--- src/supervisor_fault_log_defs.vh ---
`ifndef SUPERVISOR_FAULT_LOG_DEFS_VH
`define SUPERVISOR_FAULT_LOG_DEFS_VH

// Command codes
`define CMD_FAULT_LOG 8'h11
`define CMD_PAD_LEVELS 8'h1A
`define CMD_LOG_CLEAR 8'h1B
`define CMD_NV_SAVE 8'h1C
`define CMD_NV_LOAD 8'h1D
`define CMD_NV_SNAPSHOT 8'h1E
`define CMD_LIVE_FAULT 8'h1F

// Operating settings word layout
`define SET_W 19
`define SET_UPOL_LSB 0
`define SET_LPOL_LSB 6
`define SET_IN1_FUNC_LSB 12
`define SET_IN2_FUNC_LSB 15
`define SET_RCL_BIT 18
`define SET_DEFAULT 19'h0_003F

// General input function codes
`define FUNC_MANUAL_RESET 3'h1
`define FUNC_SUPPLY_TRIM 3'h2
`define FUNC_UNDERVOLT_INH 3'h3

// Timing at 100 MHz: 10 ms log clear, 200 us NV transaction
`define CLEAR_CYCLES_DEF 20'hF_4240
`define NV_CYCLES_DEF 20'h0_4E20
`define BUSY_CNT_W 20

`endif

--- src/fault_channel.v ---
module fault_channel (
  input wire core_clk,
  input wire rst_n,
  input wire above_upper,
  input wire above_lower,
  input wire upper_pol,
  input wire lower_pol,
  input wire trim_act,
  input wire uvinh_act,
  input wire log_clr,
  input wire hold_clr,
  output wire upper_fault,
  output wire lower_fault,
  output reg upper_latched_ff,
  output reg lower_latched_ff,
  output reg hold_ff
);
  wire upper_raw;
  wire lower_raw;
  wire nxt_upper;
  wire nxt_lower;
  wire nxt_hold;

  assign upper_raw = upper_pol ? above_upper : ~above_upper;
  assign lower_raw = lower_pol ? above_lower : ~above_lower;
  // Polarity 0 means an undervoltage-type comparator
  assign upper_fault = upper_raw & ~trim_act & ~(uvinh_act & ~upper_pol);
  assign lower_fault = lower_raw & ~trim_act & ~(uvinh_act & ~lower_pol);

  // A fault present in the clearing cycle survives the clear
  assign nxt_upper = (upper_latched_ff & ~log_clr) | upper_fault;
  assign nxt_lower = (lower_latched_ff & ~log_clr) | lower_fault;
  assign nxt_hold = (hold_ff & ~hold_clr) | upper_fault | lower_fault;

  always @(posedge core_clk or negedge rst_n) begin
    if (!rst_n) begin
      upper_latched_ff <= 1'b0;
      lower_latched_ff <= 1'b0;
      hold_ff <= 1'b0;
    end else begin
      upper_latched_ff <= nxt_upper;
      lower_latched_ff <= nxt_lower;
      hold_ff <= nxt_hold;
    end
  end
endmodule

--- src/supervisor_fault_log_regs.v ---
`include "supervisor_fault_log_defs.vh"

// Notes on behaviour
// - Command 0x11 returns 16-bit fault log
// - Log bits set by faults, sticky
// - Log pairs channel upper/lower, bits 12..1
// - Command 0x1A returns pad levels
// - Pad bit follows pin logic level
// - Command 0x1B clears all log bits except those with a fault present that cycle
// - Manual reset clears log when enabled
// - Log clear leaves live snapshot alone
// - Clear busy about 10ms, no acknowledge
// - 0x1C saves settings, 0x1D reloads them
// - Power-up loads NV settings automatically, but the NV store resets with the core, so this loads defaults
// - First fault copies log to backup
// - Further backups blocked until log clear; only command 0x1B re-arms here, a manual-reset log clear does not
// - Command 0x1F returns live unlatched snapshot
// - Trim or inhibit inputs suppress snapshot faults
// - Snapshot pairs channel upper/lower, descending
// - Polarity selects above or below threshold
// - Upper polarity defaults 1, lower 0
// - Supply trim low ignores all faults
// - Undervolt inhibit low ignores undervoltage faults
// - Log read or clear drops alert
// - Manual reset or clear releases hold
module supervisor_fault_log_regs #(
  parameter [`BUSY_CNT_W-1:0] CLEAR_CYCLES = `CLEAR_CYCLES_DEF,
  parameter [`BUSY_CNT_W-1:0] NV_CYCLES = `NV_CYCLES_DEF
) (
  input wire core_clk,
  input wire nrst,
  input wire cmd_valid,
  input wire [7:0] cmd_code,
  output wire cmd_ready,
  output reg [15:0] rd_data_ff,
  output reg rd_valid_ff,
  input wire cfg_wr,
  input wire [`SET_W-1:0] cfg_wdata,
  output wire [`SET_W-1:0] cfg_rdata,
  input wire [5:0] above_upper,
  input wire [5:0] above_lower,
  input wire [1:0] general_input,
  input wire [2:0] general_io,
  input wire [5:0] comparator_out,
  output wire [5:0] cmp_hold,
  output reg alert_pending_ff
);
  localparam [1:0] ST_BOOT = 2'b00;
  localparam [1:0] ST_IDLE = 2'b01;
  localparam [1:0] ST_BUSY = 2'b10;

  reg rst_meta_ff;
  reg rst_n_ff;
  reg [1:0] state_ff;
  reg [1:0] nxt_state;
  reg [`BUSY_CNT_W-1:0] busy_cnt_ff;
  reg [`BUSY_CNT_W-1:0] nxt_busy_cnt;
  reg [`SET_W-1:0] settings_ff;
  reg [`SET_W-1:0] nxt_settings;
  reg [`SET_W-1:0] nv_settings_ff;
  reg [`SET_W-1:0] nxt_nv_settings;
  reg [15:0] nv_backup_ff;
  reg [15:0] nxt_nv_backup;
  reg [15:0] backup_copy_ff;
  reg [15:0] nxt_backup_copy;
  reg backup_armed_ff;
  reg nxt_backup_armed;
  reg [15:0] nxt_rd_data;
  reg nxt_rd_valid;
  reg nxt_alert;

  wire cmd_take;
  wire [5:0] upper_fault;
  wire [5:0] lower_fault;
  wire [5:0] upper_latched;
  wire [5:0] lower_latched;
  wire [15:0] log_word;
  wire [15:0] live_word;
  wire [15:0] pad_word;
  wire [2:0] in1_func;
  wire [2:0] in2_func;
  wire trim_act;
  wire uvinh_act;
  wire man_reset_act;
  wire clear_cmd;
  wire log_clr;
  wire hold_clr;
  wire any_fault;
  wire backup_fire;

  // Reset release through two stages
  always @(posedge core_clk or negedge nrst) begin
    if (!nrst) begin
      rst_meta_ff <= 1'b0;
      rst_n_ff <= 1'b0;
    end else begin
      rst_meta_ff <= 1'b1;
      rst_n_ff <= rst_meta_ff;
    end
  end

  assign in1_func = settings_ff[`SET_IN1_FUNC_LSB +: 3];
  assign in2_func = settings_ff[`SET_IN2_FUNC_LSB +: 3];

  // The general inputs are active low in every function
  assign trim_act = ((in1_func == `FUNC_SUPPLY_TRIM) & ~general_input[0]) |
                    ((in2_func == `FUNC_SUPPLY_TRIM) & ~general_input[1]);
  assign uvinh_act = ((in1_func == `FUNC_UNDERVOLT_INH) & ~general_input[0]) |
                     ((in2_func == `FUNC_UNDERVOLT_INH) & ~general_input[1]);
  assign man_reset_act = ((in1_func == `FUNC_MANUAL_RESET) & ~general_input[0]) |
                  ((in2_func == `FUNC_MANUAL_RESET) & ~general_input[1]);

  // Busy covers clear processing and every NV transaction
  assign cmd_ready = (state_ff == ST_IDLE);
  assign cmd_take = cmd_valid & cmd_ready;
  assign clear_cmd = cmd_take & (cmd_code == `CMD_LOG_CLEAR);
  assign log_clr = clear_cmd | (man_reset_act & settings_ff[`SET_RCL_BIT]);
  assign hold_clr = clear_cmd | man_reset_act;

  genvar gi;
  generate
    for (gi = 0; gi < 6; gi = gi + 1) begin : g_chan
      fault_channel u_chan (
        .core_clk(core_clk),
        .rst_n(rst_n_ff),
        .above_upper(above_upper[gi]),
        .above_lower(above_lower[gi]),
        .upper_pol(settings_ff[`SET_UPOL_LSB + gi]),
        .lower_pol(settings_ff[`SET_LPOL_LSB + gi]),
        .trim_act(trim_act),
        .uvinh_act(uvinh_act),
        .log_clr(log_clr),
        .hold_clr(hold_clr),
        .upper_fault(upper_fault[gi]),
        .lower_fault(lower_fault[gi]),
        .upper_latched_ff(upper_latched[gi]),
        .lower_latched_ff(lower_latched[gi]),
        .hold_ff(cmp_hold[gi])
      );
      assign log_word[2*gi+2] = upper_latched[gi];
      assign log_word[2*gi+1] = lower_latched[gi];
      assign live_word[2*gi+2] = upper_fault[gi];
      assign live_word[2*gi+1] = lower_fault[gi];
    end
  endgenerate

  assign log_word[15:13] = 3'h0;
  assign log_word[0] = 1'b0;
  assign live_word[15:13] = 3'h0;
  assign live_word[0] = 1'b0;
  assign pad_word = {5'h00, general_input[1], general_input[0], general_io[2:0], comparator_out[5:0]};

  assign any_fault = |live_word;
  // Only the first fault after arming lands in NV; later ones do not overwrite it until a 0x1B clear command re-arms
  assign backup_fire = backup_armed_ff & any_fault & (state_ff != ST_BOOT);
  assign cfg_rdata = settings_ff;

  always @* begin
    nxt_state = state_ff;
    nxt_busy_cnt = busy_cnt_ff;
    nxt_settings = settings_ff;
    nxt_nv_settings = nv_settings_ff;
    nxt_nv_backup = nv_backup_ff;
    nxt_backup_copy = backup_copy_ff;
    nxt_backup_armed = backup_armed_ff;
    nxt_rd_data = rd_data_ff;
    nxt_rd_valid = 1'b0;
    nxt_alert = alert_pending_ff;
    if (cfg_wr && state_ff == ST_IDLE) begin
      nxt_settings = cfg_wdata;
    end
    case (state_ff)
      ST_BOOT: begin
        nxt_settings = nv_settings_ff;
        nxt_backup_copy = nv_backup_ff;
        nxt_busy_cnt = NV_CYCLES;
        nxt_state = ST_BUSY;
      end
      ST_IDLE: begin
        if (cmd_take) begin
          case (cmd_code)
            `CMD_FAULT_LOG: begin
              nxt_rd_data = log_word;
              nxt_rd_valid = 1'b1;
            end
            `CMD_PAD_LEVELS: begin
              nxt_rd_data = pad_word;
              nxt_rd_valid = 1'b1;
            end
            `CMD_NV_SNAPSHOT: begin
              nxt_rd_data = backup_copy_ff;
              nxt_rd_valid = 1'b1;
            end
            `CMD_LIVE_FAULT: begin
              nxt_rd_data = live_word;
              nxt_rd_valid = 1'b1;
            end
            `CMD_LOG_CLEAR: begin
              nxt_backup_armed = 1'b1;
              nxt_busy_cnt = CLEAR_CYCLES;
              nxt_state = ST_BUSY;
            end
            `CMD_NV_SAVE: begin
              nxt_nv_settings = settings_ff;
              nxt_nv_backup = log_word;
              nxt_busy_cnt = NV_CYCLES;
              nxt_state = ST_BUSY;
            end
            `CMD_NV_LOAD: begin
              nxt_settings = nv_settings_ff;
              nxt_backup_copy = nv_backup_ff;
              nxt_busy_cnt = NV_CYCLES;
              nxt_state = ST_BUSY;
            end
            default: begin
              nxt_rd_valid = 1'b0;
            end
          endcase
        end
      end
      ST_BUSY: begin
        if (busy_cnt_ff <= {{(`BUSY_CNT_W-1){1'b0}}, 1'b1}) begin
          nxt_busy_cnt = {`BUSY_CNT_W{1'b0}};
          nxt_state = ST_IDLE;
        end else begin
          nxt_busy_cnt = busy_cnt_ff - 1'b1;
        end
      end
      default: begin
        nxt_state = ST_BOOT;
      end
    endcase
    // Backup write rides on whatever busy period is running
    if (backup_fire && !clear_cmd) begin
      nxt_nv_backup = log_word | live_word;
      nxt_backup_armed = 1'b0;
      if (nxt_state == ST_IDLE) begin
        nxt_busy_cnt = NV_CYCLES;
        nxt_state = ST_BUSY;
      end
    end
    // Alert drops on log read or clear unless a fault persists; new fault wins
    if (cmd_take && (cmd_code == `CMD_FAULT_LOG || cmd_code == `CMD_LOG_CLEAR)) begin
      nxt_alert = 1'b0;
    end
    if (any_fault) begin
      nxt_alert = 1'b1;
    end
  end

  always @(posedge core_clk or negedge rst_n_ff) begin
    if (!rst_n_ff) begin
      state_ff <= ST_BOOT;
      busy_cnt_ff <= {`BUSY_CNT_W{1'b0}};
      settings_ff <= `SET_DEFAULT;
      backup_copy_ff <= 16'h0000;
      backup_armed_ff <= 1'b1;
      rd_data_ff <= 16'h0000;
      rd_valid_ff <= 1'b0;
      alert_pending_ff <= 1'b0;
    end else begin
      state_ff <= nxt_state;
      busy_cnt_ff <= nxt_busy_cnt;
      settings_ff <= nxt_settings;
      backup_copy_ff <= nxt_backup_copy;
      backup_armed_ff <= nxt_backup_armed;
      rd_data_ff <= nxt_rd_data;
      rd_valid_ff <= nxt_rd_valid;
      alert_pending_ff <= nxt_alert;
    end
  end

  // Nonvolatile store: reset by rst_n_ff like the core registers, so contents do not survive a core reset
  always @(posedge core_clk or negedge rst_n_ff) begin
    if (!rst_n_ff) begin
      nv_settings_ff <= `SET_DEFAULT;
      nv_backup_ff <= 16'h0000;
    end else begin
      nv_settings_ff <= nxt_nv_settings;
      nv_backup_ff <= nxt_nv_backup;
    end
  end
endmodule

--- config.mk ---
export PLATFORM = sky130hd
export DESIGN_NAME = supervisor_fault_log_regs
export DESIGN_NICKNAME = d
export VERILOG_FILES = /design/src/fault_channel.v /design/src/supervisor_fault_log_regs.v
export VERILOG_INCLUDE_DIRS = /design/src
export SDC_FILE = /design/constraint.sdc
export NUM_CORES = 1
export LEC_CHECK = 0
export ABC_CLOCK_PERIOD_IN_PS = 3450
export BUFFER_PORTS_ARGS = -buffer_cell sky130_fd_sc_hd__buf_2
export CORE_MARGIN = 2
export CORE_UTILIZATION = 53
export CTS_BUF_LIST = sky130_fd_sc_hd__clkbuf_8
export CTS_CLUSTER_SIZE = 40
export DETAILED_ROUTE_END_ITERATION = 7
export PLACE_DENSITY = 0.86
export SYNTH_ARGS = -nofsm -noshare
export SYNTH_HDL_FRONTEND = slang
export SYNTH_SLANG_ARGS = --single-unit
--- constraint.sdc ---
create_clock -name core_clk -period 3.45 [get_ports core_clk]
set_input_delay 0.69 -clock core_clk [delete_from_list [all_inputs] [get_ports core_clk]]
set_output_delay 0.69 -clock core_clk [all_outputs]
set_load 0.01 [all_outputs]
==> impl_metrics.json <==
{
  "die_x_um": 113,
  "tns_ns": 0,
  "cap_violations": 0,
  "outcome": "complete, but fails checks",
  "synthXorXnorAreaFrac": 0.00139,
  "hp-class": "register to register",
  "powerDensity_mw_per_mm2": 402,
  "gp_congestion": 0.871,
  "cts_tree": "built",
  "synthFlopType": "dfrtp_1",
  "criticalPathCategory": "register to register",
  "vias": 5482,
  "skew_ns": 0.0174,
  "rows": 39,
  "synth_warnings": 0,
  "portBuffers": 94,
  "timing.rr.end": "busy_cnt_ff[2]",
  "ys_ff_latch": 120,
  "tightest_slew_ns": 1.02,
  "synthSimpleGateAreaFrac": 0.161,
  "htree_levels": 4,
  "reg2reg_slack_ns": 0.88,
  "synth_fa_ha_area_frac": 0.00396,
  "core_sq_mm": 0.0115,
  "cts_made_buffers": 17,
  "cts.sink_count": 120,
  "ir_drop_v": 0.000522,
  "worstPathArrival_ns": 2.86,
  "fmax_mhz": 389,
  "track_usage": 0.270,
  "setup_viol": 0,
  "die_h_um": 113,
  "ios": 98,
  "relSlewSlack": 0.316,
  "dpl_cell_area_sq_mm": 0.00683,
  "vias_per_cell": 6.27,
  "synthCells": 635,
  "slowest_stage": "dfrtp_1",
  "post_cts_buffers": 0,
  "antenna_found_initial": 1,
  "muxShareOfSynthArea": 0.104,
  "avgSynthCellArea_sq_um": 9.95,
  "finalCritPeriodShare": 0.745,
  "grt_max_degree": 59,
  "dp_hpwl_mm": 11.8,
  "wire_per_inst_um": 19.2,
  "final_max_slew_viol_count": 0,
  "slowest_delay_ns": 0.57,
  "reg2reg_depth": 6,
  "postRouteAntennaNets": 0,
  "path_max_fanout": 15,
  "layout.nets": 773,
  "critPathCaptureType": "register",
  "clockBufferDepth": 2,
  "crit_chain": "and3b_1 > and4_1 > a2111o_1 > and2_1 > nor2_2 > nor3_1",
  "clock_latency_ns": 0.44,
  "crit_start": "state_ff[0]",
  "grt_pass1_vias": 5385,
  "clk_pin_slew_ns": 0.07,
  "synth_enable_flop_cells": 0,
  "die-area_sq_mm": 0.0128,
  "grt_pass1_wl_mm": 27.2,
  "initial_utilization": 0.549,
  "power_leakage_nw": 3.49,
  "synthArstFlopShare": 1.00,
  "r2r_start": "state_ff[0]",
  "synth_top_family_by_area": "compound AO/OA/AOI/OAI gates",
  "syn_area_sq_mm": 0.00632,
  "overflow": 0,
  "cts_root_buffer": "clkbuf_8",
  "final_area_sq_mm": 0.00728,
  "rsz0062_at_grt": "false",
  "drive_above_1_share": 0.275,
  "area_delta_synth_final_pct": 15.2,
  "drt_iter0_drc": 591,
  "drc_errors": 6,
  "cts_resized": 0,
  "violations": "DRC",
  "min_period_ns": 2.57,
  "yosysUniqueCellTypes": 62,
  "finalHoldViolCount": 0,
  "seq_area_frac_synth": 0.478,
  "required_ns": 3.74,
  "start_kind": "register",
  "drt-total-wl_mm": 16.7,
  "drt_pre_antenna_iters": 8,
  "synth_compound_area_frac": 0.196,
  "cp-endpoint": "busy_cnt_ff[2]"
}
-- where the power goes --
part | leakage [nW] | switching [mW] | internal, mW | total [mW]
Combinational | 1.85 | 0.0726 | 0.0497 | 0.122
Clock | 0.220 | 0.582 | 0.791 | 1.37
Sequential | 1.42 | 0.0175 | 1.42 | 1.43
Total | 3.49 | 0.672 | 2.26 | 2.93
-- timing repair --
| item | CTS | global route |
|---|---|---|
| endpoints found under the setup margin | 0 | 0 |
| endpoints found under the hold margin | 0 | 2 |
| hold buffers | 0 | 1 |
-- cell usage after synthesis (all sizes together) (12+ instances only) --
| cell type | n | area (sq um) |
|---|---|---|
| o22a | 22 | 193 |
| nor2 | 52 | 198 |
| mux2i | 31 | 310 |
| dfstp | 13 | 342 |
| mux2 | 31 | 349 |
| o21ai | 39 | 195 |
| clkbuf | 22 | 82.6 |
| buf | 32 | 233 |
| a21oi | 33 | 165 |
| nand2 | 78 | 293 |
| o31a | 12 | 105 |
| dfrtp | 107 | 2680 |
| nand3 | 17 | 85.1 |
-- layout make-up --
cell class	instances	area [sq um]
Inverter	8	30.0
Antenna cell	1	2.50
Sequential cell	120	3020
Timing Repair Buffer	115	631
Fill cell	882	4240
Multi-Input combinational cell	455	2980
Tap cell	143	179
Clock buffer	21	289
Clock inverter	11	145
-- worst max-delay path, delay by kind of cell, from the launching register on --
kind	cells	cell delay, ns
simple gates	5	1.45
compound gates	1	0.40
flops	1	0.57
-- flip-flops by register name, indices dropped and copies added (netlist names) --
name,cells
alert_pending_ff,1
backup_armed_ff,1
nv_settings_ff,19
backup_copy_ff,12
rd_data_ff,13
nv_backup_ff,12
cfg_rdata,19
rd_valid_ff,1
busy_cnt_ff,20
g_chan.u_chan.lower_latched_ff,6
state_ff,2
g_chan.u_chan.hold_ff,6
g_chan.u_chan.upper_latched_ff,6
rst_meta_ff,1
rst_n_ff,1
-- per-stage QoR --
stage,utilization,cells,total power [mW],setup slack [ns],hold slack (ns)
2_1_floorplan,-,637,1.51,0.961,0.331
3_3_place_gp,0.593,840,1.57,0.637,0.336
3_5_place_dp,0.593,840,1.58,0.513,0.341
4_1_cts,0.631,872,2.94,0.875,0.00783
5_1_grt,0.632,874,3.01,0.581,0.370
6_report,0.632,874,2.93,0.878,0.354
-- routing by layer --
metal	part of all wire	vias up	routed length [um]	track usage
met1	0.41	2730	6940	0.348
met3	0.062	37	1050	0.0632
met5	0	-	0	0
met4	0.027	0	457	0.120
li1	-	2486	-	-
met2	0.50	229	8300	0.436
-- layout by cell type, fill, tap and decap left out, types with 6 or more instances in the layout --
| master | count |
|---|---|
| dfrtp_1 | 106 |
| buf_2 | 94 |
| nand2_1 | 78 |
| nor2_1 | 51 |
| o21ai_0 | 39 |
| a21oi_1 | 32 |
| mux2i_1 | 31 |
| mux2_2 | 31 |
| o22a_1 | 22 |
| clkbuf_8 | 21 |
| buf_4 | 20 |
| nand3_1 | 17 |
| dfstp_2 | 13 |
| o31a_1 | 12 |
| inv_1 | 9 |
| nor3b_1 | 9 |
| nor3_1 | 9 |
| a31oi_1 | 9 |
| o211ai_1 | 9 |
| a211oi_1 | 9 |
| nor4_1 | 7 |
| a22oi_1 | 6 |
-- kinds of logic (layout without fill, tap and decap cells) --
kind of cell / count (synthesis) / count (layout)
simple gates: 210 / 210
compound gates: 176 / 176
flops: 120 / 120
fa+ha+maj: 2 / 2
other cells: 2 / 5
buf+inv: 62 / 155
mux: 62 / 62
xor+xnor: 1 / 1
-- worst min-delay path by stage --
stage,to,cells past startpoint,from
final,rst_n_ff,0,rst_meta_ff
after global routing,rst_n_ff,0,rst_meta_ff
after CTS,rst_n_ff,1,nrst
after detailed placement,rst_n_ff,0,rst_meta_ff
after global placement,rst_n_ff,0,rst_meta_ff
after floorplan,rst_n_ff,0,rst_meta_ff
No activity file was read; power rests on OpenSTA's default activity.
